$ cat src/hw/ftpc_pkg.sv
/*
 * constants shared by the fan tachometer period counter: register map,
 * field layout, reset values and reference clock timing.
 * assumes a single 25 MHz bus clock feeding both the bus slave and the counters.
 */
package ftpc_pkg;
	localparam int CLK_PERIOD_NS = 40;
	localparam int REF_PERIOD_NS = 1000;
	localparam int REF_TICK_CYC = (REF_PERIOD_NS + CLK_PERIOD_NS - 1) / CLK_PERIOD_NS;

	localparam logic [9:0] IDX_FAN_ONE_COUNT = 10'h059;
	localparam logic [9:0] IDX_FAN_TWO_COUNT = 10'h05a;
	localparam logic [9:0] IDX_FAN_ONE_SEED = 10'h05b;
	localparam logic [9:0] IDX_FAN_TWO_SEED = 10'h05c;
	localparam logic [9:0] IDX_DIVISOR = 10'h05d;
	localparam logic [9:0] IDX_STATUS = 10'h05e;

	localparam int DIV_ONE_LSB = 0;
	localparam int DIV_TWO_LSB = 2;
	localparam int STAT_ONE_BIT = 0;
	localparam int STAT_TWO_BIT = 1;

	localparam logic [7:0] COUNT_RST = 8'h00;
	localparam logic [7:0] SEED_RST = 8'h00;
	localparam logic [1:0] DIV_RST = 2'h0;
	localparam logic [1:0] SETTLE_PULSES = 2'h2;

	localparam logic [1:0] HTRANS_NONSEQ = 2'h2;
endpackage : ftpc_pkg

$ cat src/hw/ftpc_top.sv
/*
 * fan tachometer period counter with an AHB-Lite register slave and two channels.
 * holds the register decode, the shared reference tick prescaler and the
 * write path into the two per-fan measuring channels.
 * assumes one bus clock, a single master, word transfers, and synchronous tach inputs.
 * assumes hready is tied to hreadyout, since the slave never inserts wait states.
 * a slow fan whose pulse outlasts 255 counting steps reads ff, not a wrapped value.
 */
// Implementation choice: register access over AHB-Lite.
`timescale 1ns/1ps
module ftpc_top #(
	parameter int REF_CYC = ftpc_pkg::REF_TICK_CYC
) (
	input wire logic hclk, // bus clock, 25 MHz
	input wire logic hresetn, // asynchronous reset, active low
	input wire logic hsel, // slave select
	input wire logic [31:0] haddr, // byte address
	input wire logic [1:0] htrans, // transfer type
	input wire logic hwrite, // write when high
	input wire logic [2:0] hsize, // transfer size, word only
	input wire logic [31:0] hwdata, // write data
	input wire logic hready, // bus ready in
	output logic [31:0] hrdata, // read data
	output logic hreadyout, // slave ready, always high
	output logic hresp, // response, always okay
	input wire logic tach_first_fan_channel, // first fan tachometer
	input wire logic tach_second_fan_channel // second fan tachometer
);
	logic [15:0] pre_ff;
	logic ref_tick_ff;
	logic wr_pend_ff;
	logic [9:0] wr_idx_ff;
	logic [7:0] seed_one_ff;
	logic [7:0] seed_two_ff;
	logic [3:0] div_ff;
	logic [31:0] rdata_ff;
	logic [7:0] nxt_seed_one;
	logic [7:0] nxt_seed_two;
	logic [3:0] nxt_div;
	logic [31:0] nxt_rdata;
	logic [7:0] count_one;
	logic [7:0] count_two;
	logic settled_one;
	logic settled_two;

	function automatic logic hit(input logic [9:0] a, input logic [9:0] b);
		return a == b;
	endfunction : hit

	// byte-wide registers share one zero-extension
	function automatic logic [31:0] byte_word(input logic [7:0] v);
		return {24'h000000, v};
	endfunction : byte_word

	// register map, word index taken from haddr[11:2]:
	//  59 fan one count, read-only
	//  5a fan two count, read-only
	//  5b fan one seed, 5c fan two seed
	//  5d divisor: [1:0] fan one, [3:2] fan two
	//  5e status: settled flags, fan one in bit 0
	//  anything else reads zero and ignores writes
	//  upper address bits must be zero, so aliases cannot hit a register
	wire addr_phase = hsel && hready && (htrans == ftpc_pkg::HTRANS_NONSEQ);
	wire [9:0] idx = haddr[11:2];
	wire high_zero = (haddr[31:12] == 20'h00000);
	wire rd_go = addr_phase && !hwrite;
	wire wr_seed_one = wr_pend_ff && hit(wr_idx_ff, ftpc_pkg::IDX_FAN_ONE_SEED);
	wire wr_seed_two = wr_pend_ff && hit(wr_idx_ff, ftpc_pkg::IDX_FAN_TWO_SEED);
	wire wr_div = wr_pend_ff && hit(wr_idx_ff, ftpc_pkg::IDX_DIVISOR);

	assign nxt_seed_one = wr_seed_one ? hwdata[7:0] : seed_one_ff;
	assign nxt_seed_two = wr_seed_two ? hwdata[7:0] : seed_two_ff;
	assign nxt_div = wr_div ? hwdata[3:0] : div_ff;

	wire [31:0] rd_count_one = byte_word(count_one);
	wire [31:0] rd_count_two = byte_word(count_two);
	wire [31:0] rd_seed_one = byte_word(nxt_seed_one);
	wire [31:0] rd_seed_two = byte_word(nxt_seed_two);
	wire [31:0] rd_div = {28'h0000000, nxt_div};
	wire [31:0] rd_status = {30'h0, settled_two, settled_one};

	// forwarded next values keep a read straight after a write coherent
	always_comb begin
		nxt_rdata = 32'h00000000;
		if (high_zero) begin
			case (idx)
				ftpc_pkg::IDX_FAN_ONE_COUNT: begin
					nxt_rdata = rd_count_one;
				end
				ftpc_pkg::IDX_FAN_TWO_COUNT: begin
					nxt_rdata = rd_count_two;
				end
				ftpc_pkg::IDX_FAN_ONE_SEED: begin
					nxt_rdata = rd_seed_one;
				end
				ftpc_pkg::IDX_FAN_TWO_SEED: begin
					nxt_rdata = rd_seed_two;
				end
				ftpc_pkg::IDX_DIVISOR: begin
					nxt_rdata = rd_div;
				end
				ftpc_pkg::IDX_STATUS: begin
					nxt_rdata = rd_status;
				end
				default: begin
					nxt_rdata = 32'h00000000;
				end
			endcase
		end
	end

	// one shared tick keeps both channels measuring on the same time base
	wire pre_wrap = (pre_ff == 16'(REF_CYC - 1));

	always_ff @(posedge hclk or negedge hresetn) begin
		if (!hresetn) begin
			pre_ff <= 16'h0000;
		end else if (pre_wrap) begin
			pre_ff <= 16'h0000;
		end else begin
			pre_ff <= 16'(pre_ff + 16'h0001);
		end
	end

	always_ff @(posedge hclk or negedge hresetn) begin
		if (!hresetn) begin
			ref_tick_ff <= 1'b0;
		end else begin
			ref_tick_ff <= pre_wrap;
		end
	end

	// a write lands in its data phase, when hwdata stands
	always_ff @(posedge hclk or negedge hresetn) begin
		if (!hresetn) begin
			wr_pend_ff <= 1'b0;
		end else begin
			wr_pend_ff <= addr_phase && hwrite && high_zero;
		end
	end

	always_ff @(posedge hclk or negedge hresetn) begin
		if (!hresetn) begin
			wr_idx_ff <= 10'h000;
		end else begin
			wr_idx_ff <= idx;
		end
	end

	always_ff @(posedge hclk or negedge hresetn) begin
		if (!hresetn) begin
			seed_one_ff <= ftpc_pkg::SEED_RST;
		end else begin
			seed_one_ff <= nxt_seed_one;
		end
	end

	always_ff @(posedge hclk or negedge hresetn) begin
		if (!hresetn) begin
			seed_two_ff <= ftpc_pkg::SEED_RST;
		end else begin
			seed_two_ff <= nxt_seed_two;
		end
	end

	// divisor codes are used as stored; both fields share one word
	always_ff @(posedge hclk or negedge hresetn) begin
		if (!hresetn) begin
			div_ff <= {ftpc_pkg::DIV_RST, ftpc_pkg::DIV_RST};
		end else begin
			div_ff <= nxt_div;
		end
	end

	// captured at the address phase, so hrdata holds until the next read
	always_ff @(posedge hclk or negedge hresetn) begin
		if (!hresetn) begin
			rdata_ff <= 32'h00000000;
		end else if (rd_go) begin
			rdata_ff <= nxt_rdata;
		end
	end

	// channels reload from the stored seed at every rise; the forwarded
	// value lets the write's own data phase reload the new seed at once
	ftpc_channel u_fan_one (
		.clk(hclk),
		.rst_n(hresetn),
		.tach(tach_first_fan_channel),
		.ref_tick(ref_tick_ff),
		.div_sel(div_ff[ftpc_pkg::DIV_ONE_LSB +: 2]),
		.seed(nxt_seed_one),
		.seed_wr(wr_seed_one),
		.count(count_one),
		.settled(settled_one)
	);

	ftpc_channel u_fan_two (
		.clk(hclk),
		.rst_n(hresetn),
		.tach(tach_second_fan_channel),
		.ref_tick(ref_tick_ff),
		.div_sel(div_ff[ftpc_pkg::DIV_TWO_LSB +: 2]),
		.seed(nxt_seed_two),
		.seed_wr(wr_seed_two),
		.count(count_two),
		.settled(settled_two)
	);

	assign hrdata = rdata_ff;
	assign hreadyout = 1'b1;
	assign hresp = 1'b0;
endmodule : ftpc_top

$ cat src/hw/ftpc_channel.sv
/*
 * one tachometer channel: counts divided reference ticks per fan pulse and
 * latches the final count at each rising tachometer edge that does not meet a preload write.
 * assumes the tachometer input is already synchronous to clk.
 */
`timescale 1ns/1ps
module ftpc_channel (
	input wire logic clk, // bus clock
	input wire logic rst_n, // asynchronous reset, active low
	input wire logic tach, // fan tachometer level
	input wire logic ref_tick, // one-cycle reference clock tick
	input wire logic [1:0] div_sel, // divisor select code
	input wire logic [7:0] seed, // preload value
	input wire logic seed_wr, // one-cycle preload write strobe
	output logic [7:0] count, // latched count of last pulse
	output logic settled // two pulses seen since preload
);
	logic tach_ff;
	logic [7:0] run_ff;
	logic [7:0] count_ff;
	logic [2:0] sub_ff;
	logic [1:0] settle_ff;
	wire rise = tach & ~tach_ff;
	wire [2:0] sub_top = 3'((4'h1 << div_sel) - 4'h1);
	wire step = ref_tick && (sub_ff >= sub_top);
	wire [7:0] run_inc = (run_ff == 8'hff) ? run_ff : 8'(run_ff + 8'h01);

	always_ff @(posedge clk or negedge rst_n) begin
		if (!rst_n) begin
			tach_ff <= 1'b0;
		end else begin
			tach_ff <= tach;
		end
	end

	// preload write wins over a coincident edge: that pulse is discarded
	always_ff @(posedge clk or negedge rst_n) begin
		if (!rst_n) begin
			run_ff <= ftpc_pkg::SEED_RST;
			sub_ff <= 3'h0;
		end else if (seed_wr || rise) begin
			run_ff <= seed;
			sub_ff <= 3'h0;
		end else if (step) begin
			run_ff <= run_inc;
			sub_ff <= 3'h0;
		end else if (ref_tick) begin
			sub_ff <= 3'(sub_ff + 3'h1);
		end
	end

	always_ff @(posedge clk or negedge rst_n) begin
		if (!rst_n) begin
			count_ff <= ftpc_pkg::COUNT_RST;
		end else if (rise && !seed_wr) begin
			count_ff <= run_ff;
		end
	end

	// first latch after a preload holds a partial pulse, so two are needed
	always_ff @(posedge clk or negedge rst_n) begin
		if (!rst_n) begin
			settle_ff <= 2'h0;
		end else if (seed_wr) begin
			settle_ff <= 2'h0;
		end else if (rise && settle_ff != ftpc_pkg::SETTLE_PULSES) begin
			settle_ff <= 2'(settle_ff + 2'h1);
		end
	end

	assign count = count_ff;
	assign settled = (settle_ff == ftpc_pkg::SETTLE_PULSES);
endmodule : ftpc_channel

$ cat config.mk
export PLATFORM = sky130hd
export DESIGN_NAME = ftpc_top
export DESIGN_NICKNAME = d
export VERILOG_FILES = /design/src/hw/ftpc_pkg.sv /design/src/hw/ftpc_top.sv /design/src/hw/ftpc_channel.sv
export SDC_FILE = /design/constraint.sdc
export NUM_CORES = 1
export LEC_CHECK = 0
export CAP_MARGIN = 20
export CORE_MARGIN = 2
export CORE_UTILIZATION = 45
export DETAILED_ROUTE_END_ITERATION = 10
export DONT_BUFFER_PORTS = 1
export GPL_TIMING_DRIVEN = 0
export SYNTH_ARGS = -nofsm -noshare
export SYNTH_HDL_FRONTEND = slang
export SYNTH_SLANG_ARGS = --single-unit
$ cat constraint.sdc
create_clock -name hclk -period 2.25 [get_ports hclk]
set_clock_uncertainty 0.1 [all_clocks]
set_input_delay 0.1125 -clock hclk [delete_from_list [all_inputs] [get_ports hclk]]
set_output_delay 0.1125 -clock hclk [all_outputs]
set_load 0.1 [all_outputs]
**Yosys cells after proc, flatten, opt, wreduce, memory -nomap -nowiden**

Index checks and enable logic that the tools add are counted.

- Flip-flop bits (word level): 124
- Input bits: 76
- Output and inout bits: 34
- Word-level logic and storage cells: 104

- $add $sub $neg: 9
- Magnitude comparators: 2
- Equal/unequal tests: 19
- Shift operators: 2
- Muxes and demuxes: 22
- Bitwise operators: 4
- Reductions and logical operators: 28

Operators by type and width:

| kind | number |
|---|---|
| $eq A10 B7 Y1 const B | 9 |
| $mux W8 | 8 |
| $pmux W8 S6 | 1 |
| $mux W32 | 1 |
| $logic_not A20 Y1 | 1 |
| $mux W3 | 6 |
| $add A16 B1 Y16 const B | 1 |
| $add A8 B1 Y8 const B | 2 |
| $eq A16 B5 Y1 const B | 1 |
| $eq A8 B8 Y1 const B | 2 |
| $mux W16 | 1 |
| $logic_and A1 B1 Y1 | 14 |
| $mux W2 | 4 |
| $ne A2 B2 Y1 const B | 4 |
| $reduce_bool A2 Y1 | 4 |
| $add A3 B1 Y3 const B | 2 |
| $eq A2 B2 Y1 const B | 3 |
| $ge A3 B3 Y1 | 2 |
| $reduce_bool A3 Y1 | 2 |
| $shl A1 B2 Y3 const A | 2 |
| $sub A3 B1 Y3 const B | 2 |
| $add A2 B1 Y2 const B | 2 |
| $mux W4 | 1 |
| $reduce_and A2 Y1 | 2 |
| other kinds (4) | 9 |

**Logic depth before layout (Yosys ltp)**

- Word-level depth: 6
- Depth in mapped cells: 8
- Mapped depth without buffers: 7

**Cells and area by module**

A second synthesis with hierarchy kept.

- Cell total of the unflattened synthesis: 499
- Area, all modules: 5228.8 sq um

By module, submodules not included:

| module | instances | cells each | area an instance (sq um) | sequential area each (sq um) |
|---|---|---|---|---|
| ftpc_top | 1 | 259 | 2834.0 | 1401.3 |
| ftpc_channel | 2 | 120 | 1197.4 | 550.5 |

**Least setup slack after synthesis**

No wires, ideal clock.

- Kind: reg-to-reg
- Start: register div_ff[0]
- End: register u_fan_one.run_ff[6]
- Library setup time: 125 ps
- Arrival: 2041 ps
- Required time: 2025 ps
- Slack: -16 ps
- Stages on the path, launching flop included: 9
- Path buffers: 1
- Clock period less this slack: 2266 ps
- Path through: dfrtp_1 or2_2 ha_1 nor2b_1 o21ai_0 clkbuf_1 nor4b_1 xor2_1 mux2_2

- Cells in the longest elaborated chain, start to end: 6

Ends and longest elaborated chain:

| item | RTL line | text |
|---|---|---|
| start: declaration | ftpc_top.sv:35 | `logic [3:0] div_ff;` |
| start signal: assignment | ftpc_top.sv:169 | `div_ff <= {ftpc_pkg::DIV_RST, ftpc_pkg::DIV_RST};` |
| start signal: assignment | ftpc_top.sv:171 | `div_ff <= nxt_div;` |
| $shl A1 B2 Y3 | ftpc_channel.sv:24 | `wire [2:0] sub_top = 3'((4'h1 << div_sel) - 4'h1);` |
| $sub A3 B1 Y3 | ftpc_channel.sv:24 |  |
| $ge A3 B3 Y1 | ftpc_channel.sv:25 | `wire step = ref_tick && (sub_ff >= sub_top);` |
| $logic_and A1 B1 Y1 | ftpc_channel.sv:25 |  |
| $reduce_bool A2 Y1 (no source line) | - |  |
| $reduce_and A2 Y1 (no source line) | - |  |
| end signal: assignment | ftpc_channel.sv:39 | `run_ff <= ftpc_pkg::SEED_RST;` |
| end signal: assignment | ftpc_channel.sv:45 | `run_ff <= run_inc;` |
| end: declaration | ftpc_channel.sv:19 | `logic [7:0] run_ff;` |

Every way passes these cells.
A chain may end at the register's enable or synchronous reset.

**Worst setup path after layout**

- Start: register wr_idx_ff[9]
- End: register rdata_ff[2], in the netlist hrdata[2]

- Cells in the longest elaborated chain, start to end: 5
- Elaborated cells between the ends (all ways): 11
- Classes of those cells: 3 x eq/ne; 5 x mux; 3 x reduce/logical

Ends and longest elaborated chain:

| item | RTL line | text |
|---|---|---|
| start: declaration | ftpc_top.sv:32 | `logic [9:0] wr_idx_ff;` |
| start signal: assignment | ftpc_top.sv:146 | `wr_idx_ff <= idx;` |
| $eq A10 B7 Y1 | ftpc_top.sv:47 | `return a == b;` |
| $logic_and A1 B1 Y1 | ftpc_top.sv:69 | `wire wr_div = wr_pend_ff && hit(wr_idx_ff, ftpc_pkg::IDX_DIVISOR);` |
| $mux W4 | ftpc_top.sv:73 | `assign nxt_div = wr_div ? hwdata[3:0] : div_ff;` |
| named net nxt_div[2] | ftpc_top.sv:39 | `logic [3:0] nxt_div;` |
| $pmux W8 S6 | ftpc_top.sv:86 | `case (idx)` |
| $mux W32 | ftpc_top.sv:85 | `if (high_zero) begin` |
| end signal: assignment | ftpc_top.sv:180 | `rdata_ff <= nxt_rdata;` |
| end: declaration | ftpc_top.sv:36 | `logic [31:0] rdata_ff;` |

The timed path passes the listed nets, and every way through them passes these cells.

==> results.toml <==
[timing]
hold_violations = 100
final.setup.worst_slack_ns = 0.00631
worst_pin_slew_ns = 0.950
final_max_slew_viol_count = 0
max_slew_margin = 0.367
min_period_ns = 2.24
post-route-period-util = 0.997
setup_viol = 0
rsz0062_at_grt = "true"
max_freq_mhz = 446
timing.hold.ws_ns = -0.646

[cts]
clock-sinks = 100
root_buffer = "clkbuf_16"
cts_tree = "built"
cts_hold_buf = 21
clockBufferDepth = 2
cts_buffers = 9
cts_max_level = 3
clk_pin_slew_ns = 0.07
clkLatencyLatePin_ns = 0.36

[outcome]
outcome = "finished, violations left"
violations = "negative hold slack"

[setup_path]
slowest_stage = "or4_1"
worstPathCellList = "nand4bb_4 > or4_1 > buf_6 > mux2_4 > a2111oi_4 > o21ai_1"
end_kind = "flop"
path_class = "reg2reg"
worstPathRequired_ns = 2.39
slowest_delay_ns = 0.53
crit_arrival_ns = 2.38
worst-path-buf-inv = 1
crit_path_start_kind = "flop"
worstPathMaxFanout = 4
path_delay_family = "simple AND/OR/NAND/NOR gates"

[die]
rows = 39
die_w_um = 112
die_area_mm2 = 0.0126
die_height_um = 112
core_mm2 = 0.0114
initial_core_util = 0.462
ioPinCount = 110

[drt]
ant_nets = 0
wl_per_cell_um = 17.4
drt_iter0_drc = 231
wirelength_um = 12800
vias = 4070
dr.pass1.iters = 5
vias_per_cell = 5.54
drc = 0

[flow_run]
maxCapViolations = 0

[final_layout]
regArea_mm2 = 0.00250
multiInputGateArea_mm2 = 0.00274
diodes = 0
instances_no_fill = 735
layout-drive-gt1-share = 0.220
postLayoutCoreUtil = 0.564
layout.nets = 677
fill_cells = 1021
area_growth_pct = 22.0

[global_routing]
grt_pass1_wl_um = 20500
overflow = 0
grt_pass1_vias = 4025
grt_max_degree = 101
grt_antenna_before_repair = 0
grtUsageTotal = 0.208

[power_and_ir_drop]
power_density_mw_per_mm2 = 636
p_leak_uw = 0.00281
power_uw = 4100
ir_drop_mv = 0.560

[placement]
pre_cts_ws_ns = -0.310
numPortBuffers = 0
place_congestion = 0.876
dpl.hpwl_um = 8980
dp.cells = 682

[logic_synthesis]
ys_seq_area_frac = 0.474
ys_dominant_reg_cell = "dfrtp_1"
synth_warnings = 0
syn_inst = 515
synthDistinctLibCells = 55
synth-edff-count = 0
avgSynthCellArea_um2 = 10.3
syn_area_mm2 = 0.00528
async_reset_ff_frac = 1.00
ys_ff_latch = 100

[hold_path]
holdCritPathClass = "in2async"
-- flip-flops by register name, indices dropped and copies added, names as in the netlist --
name / flops
seed_two_ff: 8
u_fan_one.run_ff: 8
wr_pend_ff: 1
seed_one_ff: 8
ref_tick_ff: 1
u_fan_two.settle_ff: 2
pre_ff: 16
hrdata: 8
div_ff: 4
u_fan_two.run_ff: 8
u_fan_one.count: 8
wr_idx_ff: 10
u_fan_one.settle_ff: 2
u_fan_two.sub_ff: 3
u_fan_two.tach_ff: 1
u_fan_one.tach_ff: 1
u_fan_one.sub_ff: 3
u_fan_two.count: 8
-- Yosys cell counts (all sizes together) (10+ instances only) --
| cell | count | share of area |
|---|---|---|
| ha | 14 | 0.033 |
| xor2 | 10 | 0.017 |
| o21ai | 24 | 0.023 |
| inv | 15 | 0.011 |
| nor4 | 14 | 0.021 |
| nand2 | 44 | 0.031 |
| buf | 28 | 0.039 |
| nand3 | 24 | 0.023 |
| xnor2 | 14 | 0.023 |
| mux2 | 32 | 0.069 |
| nor3 | 12 | 0.011 |
| dfrtp | 100 | 0.47 |
| clkbuf | 16 | 0.011 |
| nor2 | 28 | 0.020 |
| nand4 | 11 | 0.013 |
| a21oi | 27 | 0.026 |
-- power breakdown --
group          internal, uW  switching, uW
clock                   788            700
combinational           239            382
sequential             1900           89.6
total                  2930           1170
-- metal layers --
layer  share of wire  GRT usage
met5               0          0
met4           0.015     0.0585
met2            0.47      0.335
met3           0.071     0.0599
met1            0.44      0.278
-- area by class of cell --
cell class                      instances  area share
Buffer                                 43      0.0445
Clock buffer                           10      0.0371
Clock inverter                          6     0.00738
Inverter                               15     0.00874
Multi-Input combinational cell        380       0.426
Sequential cell                       100       0.389
Tap cell                              143      0.0278
Timing Repair Buffer                   38      0.0597
-- what timing repair did --
item                                   CTS  global route
gates resized for setup                 16            36
pin swaps                                4             7
gates cloned                             0             1
setup buffers                           12             4
setup endpoints to repair               39            22
endpoints found under the hold margin  135           100
-- worst paths after layout --
kind | from | endpoint | slack (ns) | depth (start not counted)
max in group asynchronous | hresetn | div_ff[1]$_DFF_PN0_ | 2.53 | 0
hold reg to reg | pre_ff[15]$_DFF_PN0_ | pre_ff[15]$_DFF_PN0_ | 0.38 | 1
hold / removal | hresetn | u_fan_one.run_ff[5]$_DFFE_PN0P_ | -0.65 | 0
setup reg to reg | wr_idx_ff[9]$_DFF_PN0_ | hrdata[2]$_DFFE_PN0P_ | 0.006 | 6
min in group hclk | hwdata[6] | hrdata[6]$_DFFE_PN0P_ | 0.02 | 4
setup / recovery | wr_idx_ff[9]$_DFF_PN0_ | hrdata[2]$_DFFE_PN0P_ | 0.006 | 6
-- cell families (layout without fill, tap and decap cells) --
| family | count (synthesis) | count (layout) | synth area share |
|---|---|---|---|
| compound gates | 79 | 79 | 0.0901 |
| xor+xnor | 24 | 24 | 0.0398 |
| fa+ha+maj | 14 | 14 | 0.0332 |
| buf+inv | 59 | 112 | 0.0609 |
| flops | 100 | 100 | 0.474 |
| mux | 41 | 41 | 0.0860 |
| other cells | 2 | 26 | 0.00142 |
| simple gates | 196 | 196 | 0.215 |
-- per-stage QoR --
stage	instance area, um^2	hold slack (ns)	TNS, ns
after global routing	6440	-0.663	-0.207
after global placement	5550	-0.279	-5.76
after CTS	6230	-0.663	0
after floorplan	5370	-0.283	0
final	6440	-0.646	0
after detailed placement	5550	-0.280	-5.75
-- layout by cell type, fill, tap and decap left out, drive strengths merged, types with 11 or more instances in the layout --
cell type	instances
nor4	14
buf	46
o21ai	24
clkbuf	24
nand4	11
inv	16
nor3	12
mux2	32
ha	14
a21oi	27
nor2	28
dfrtp	100
dlygate4sd3	21
nand3	24
xnor2	14
nand2	44
conb	26
Power figures use the tool's default switching activity.
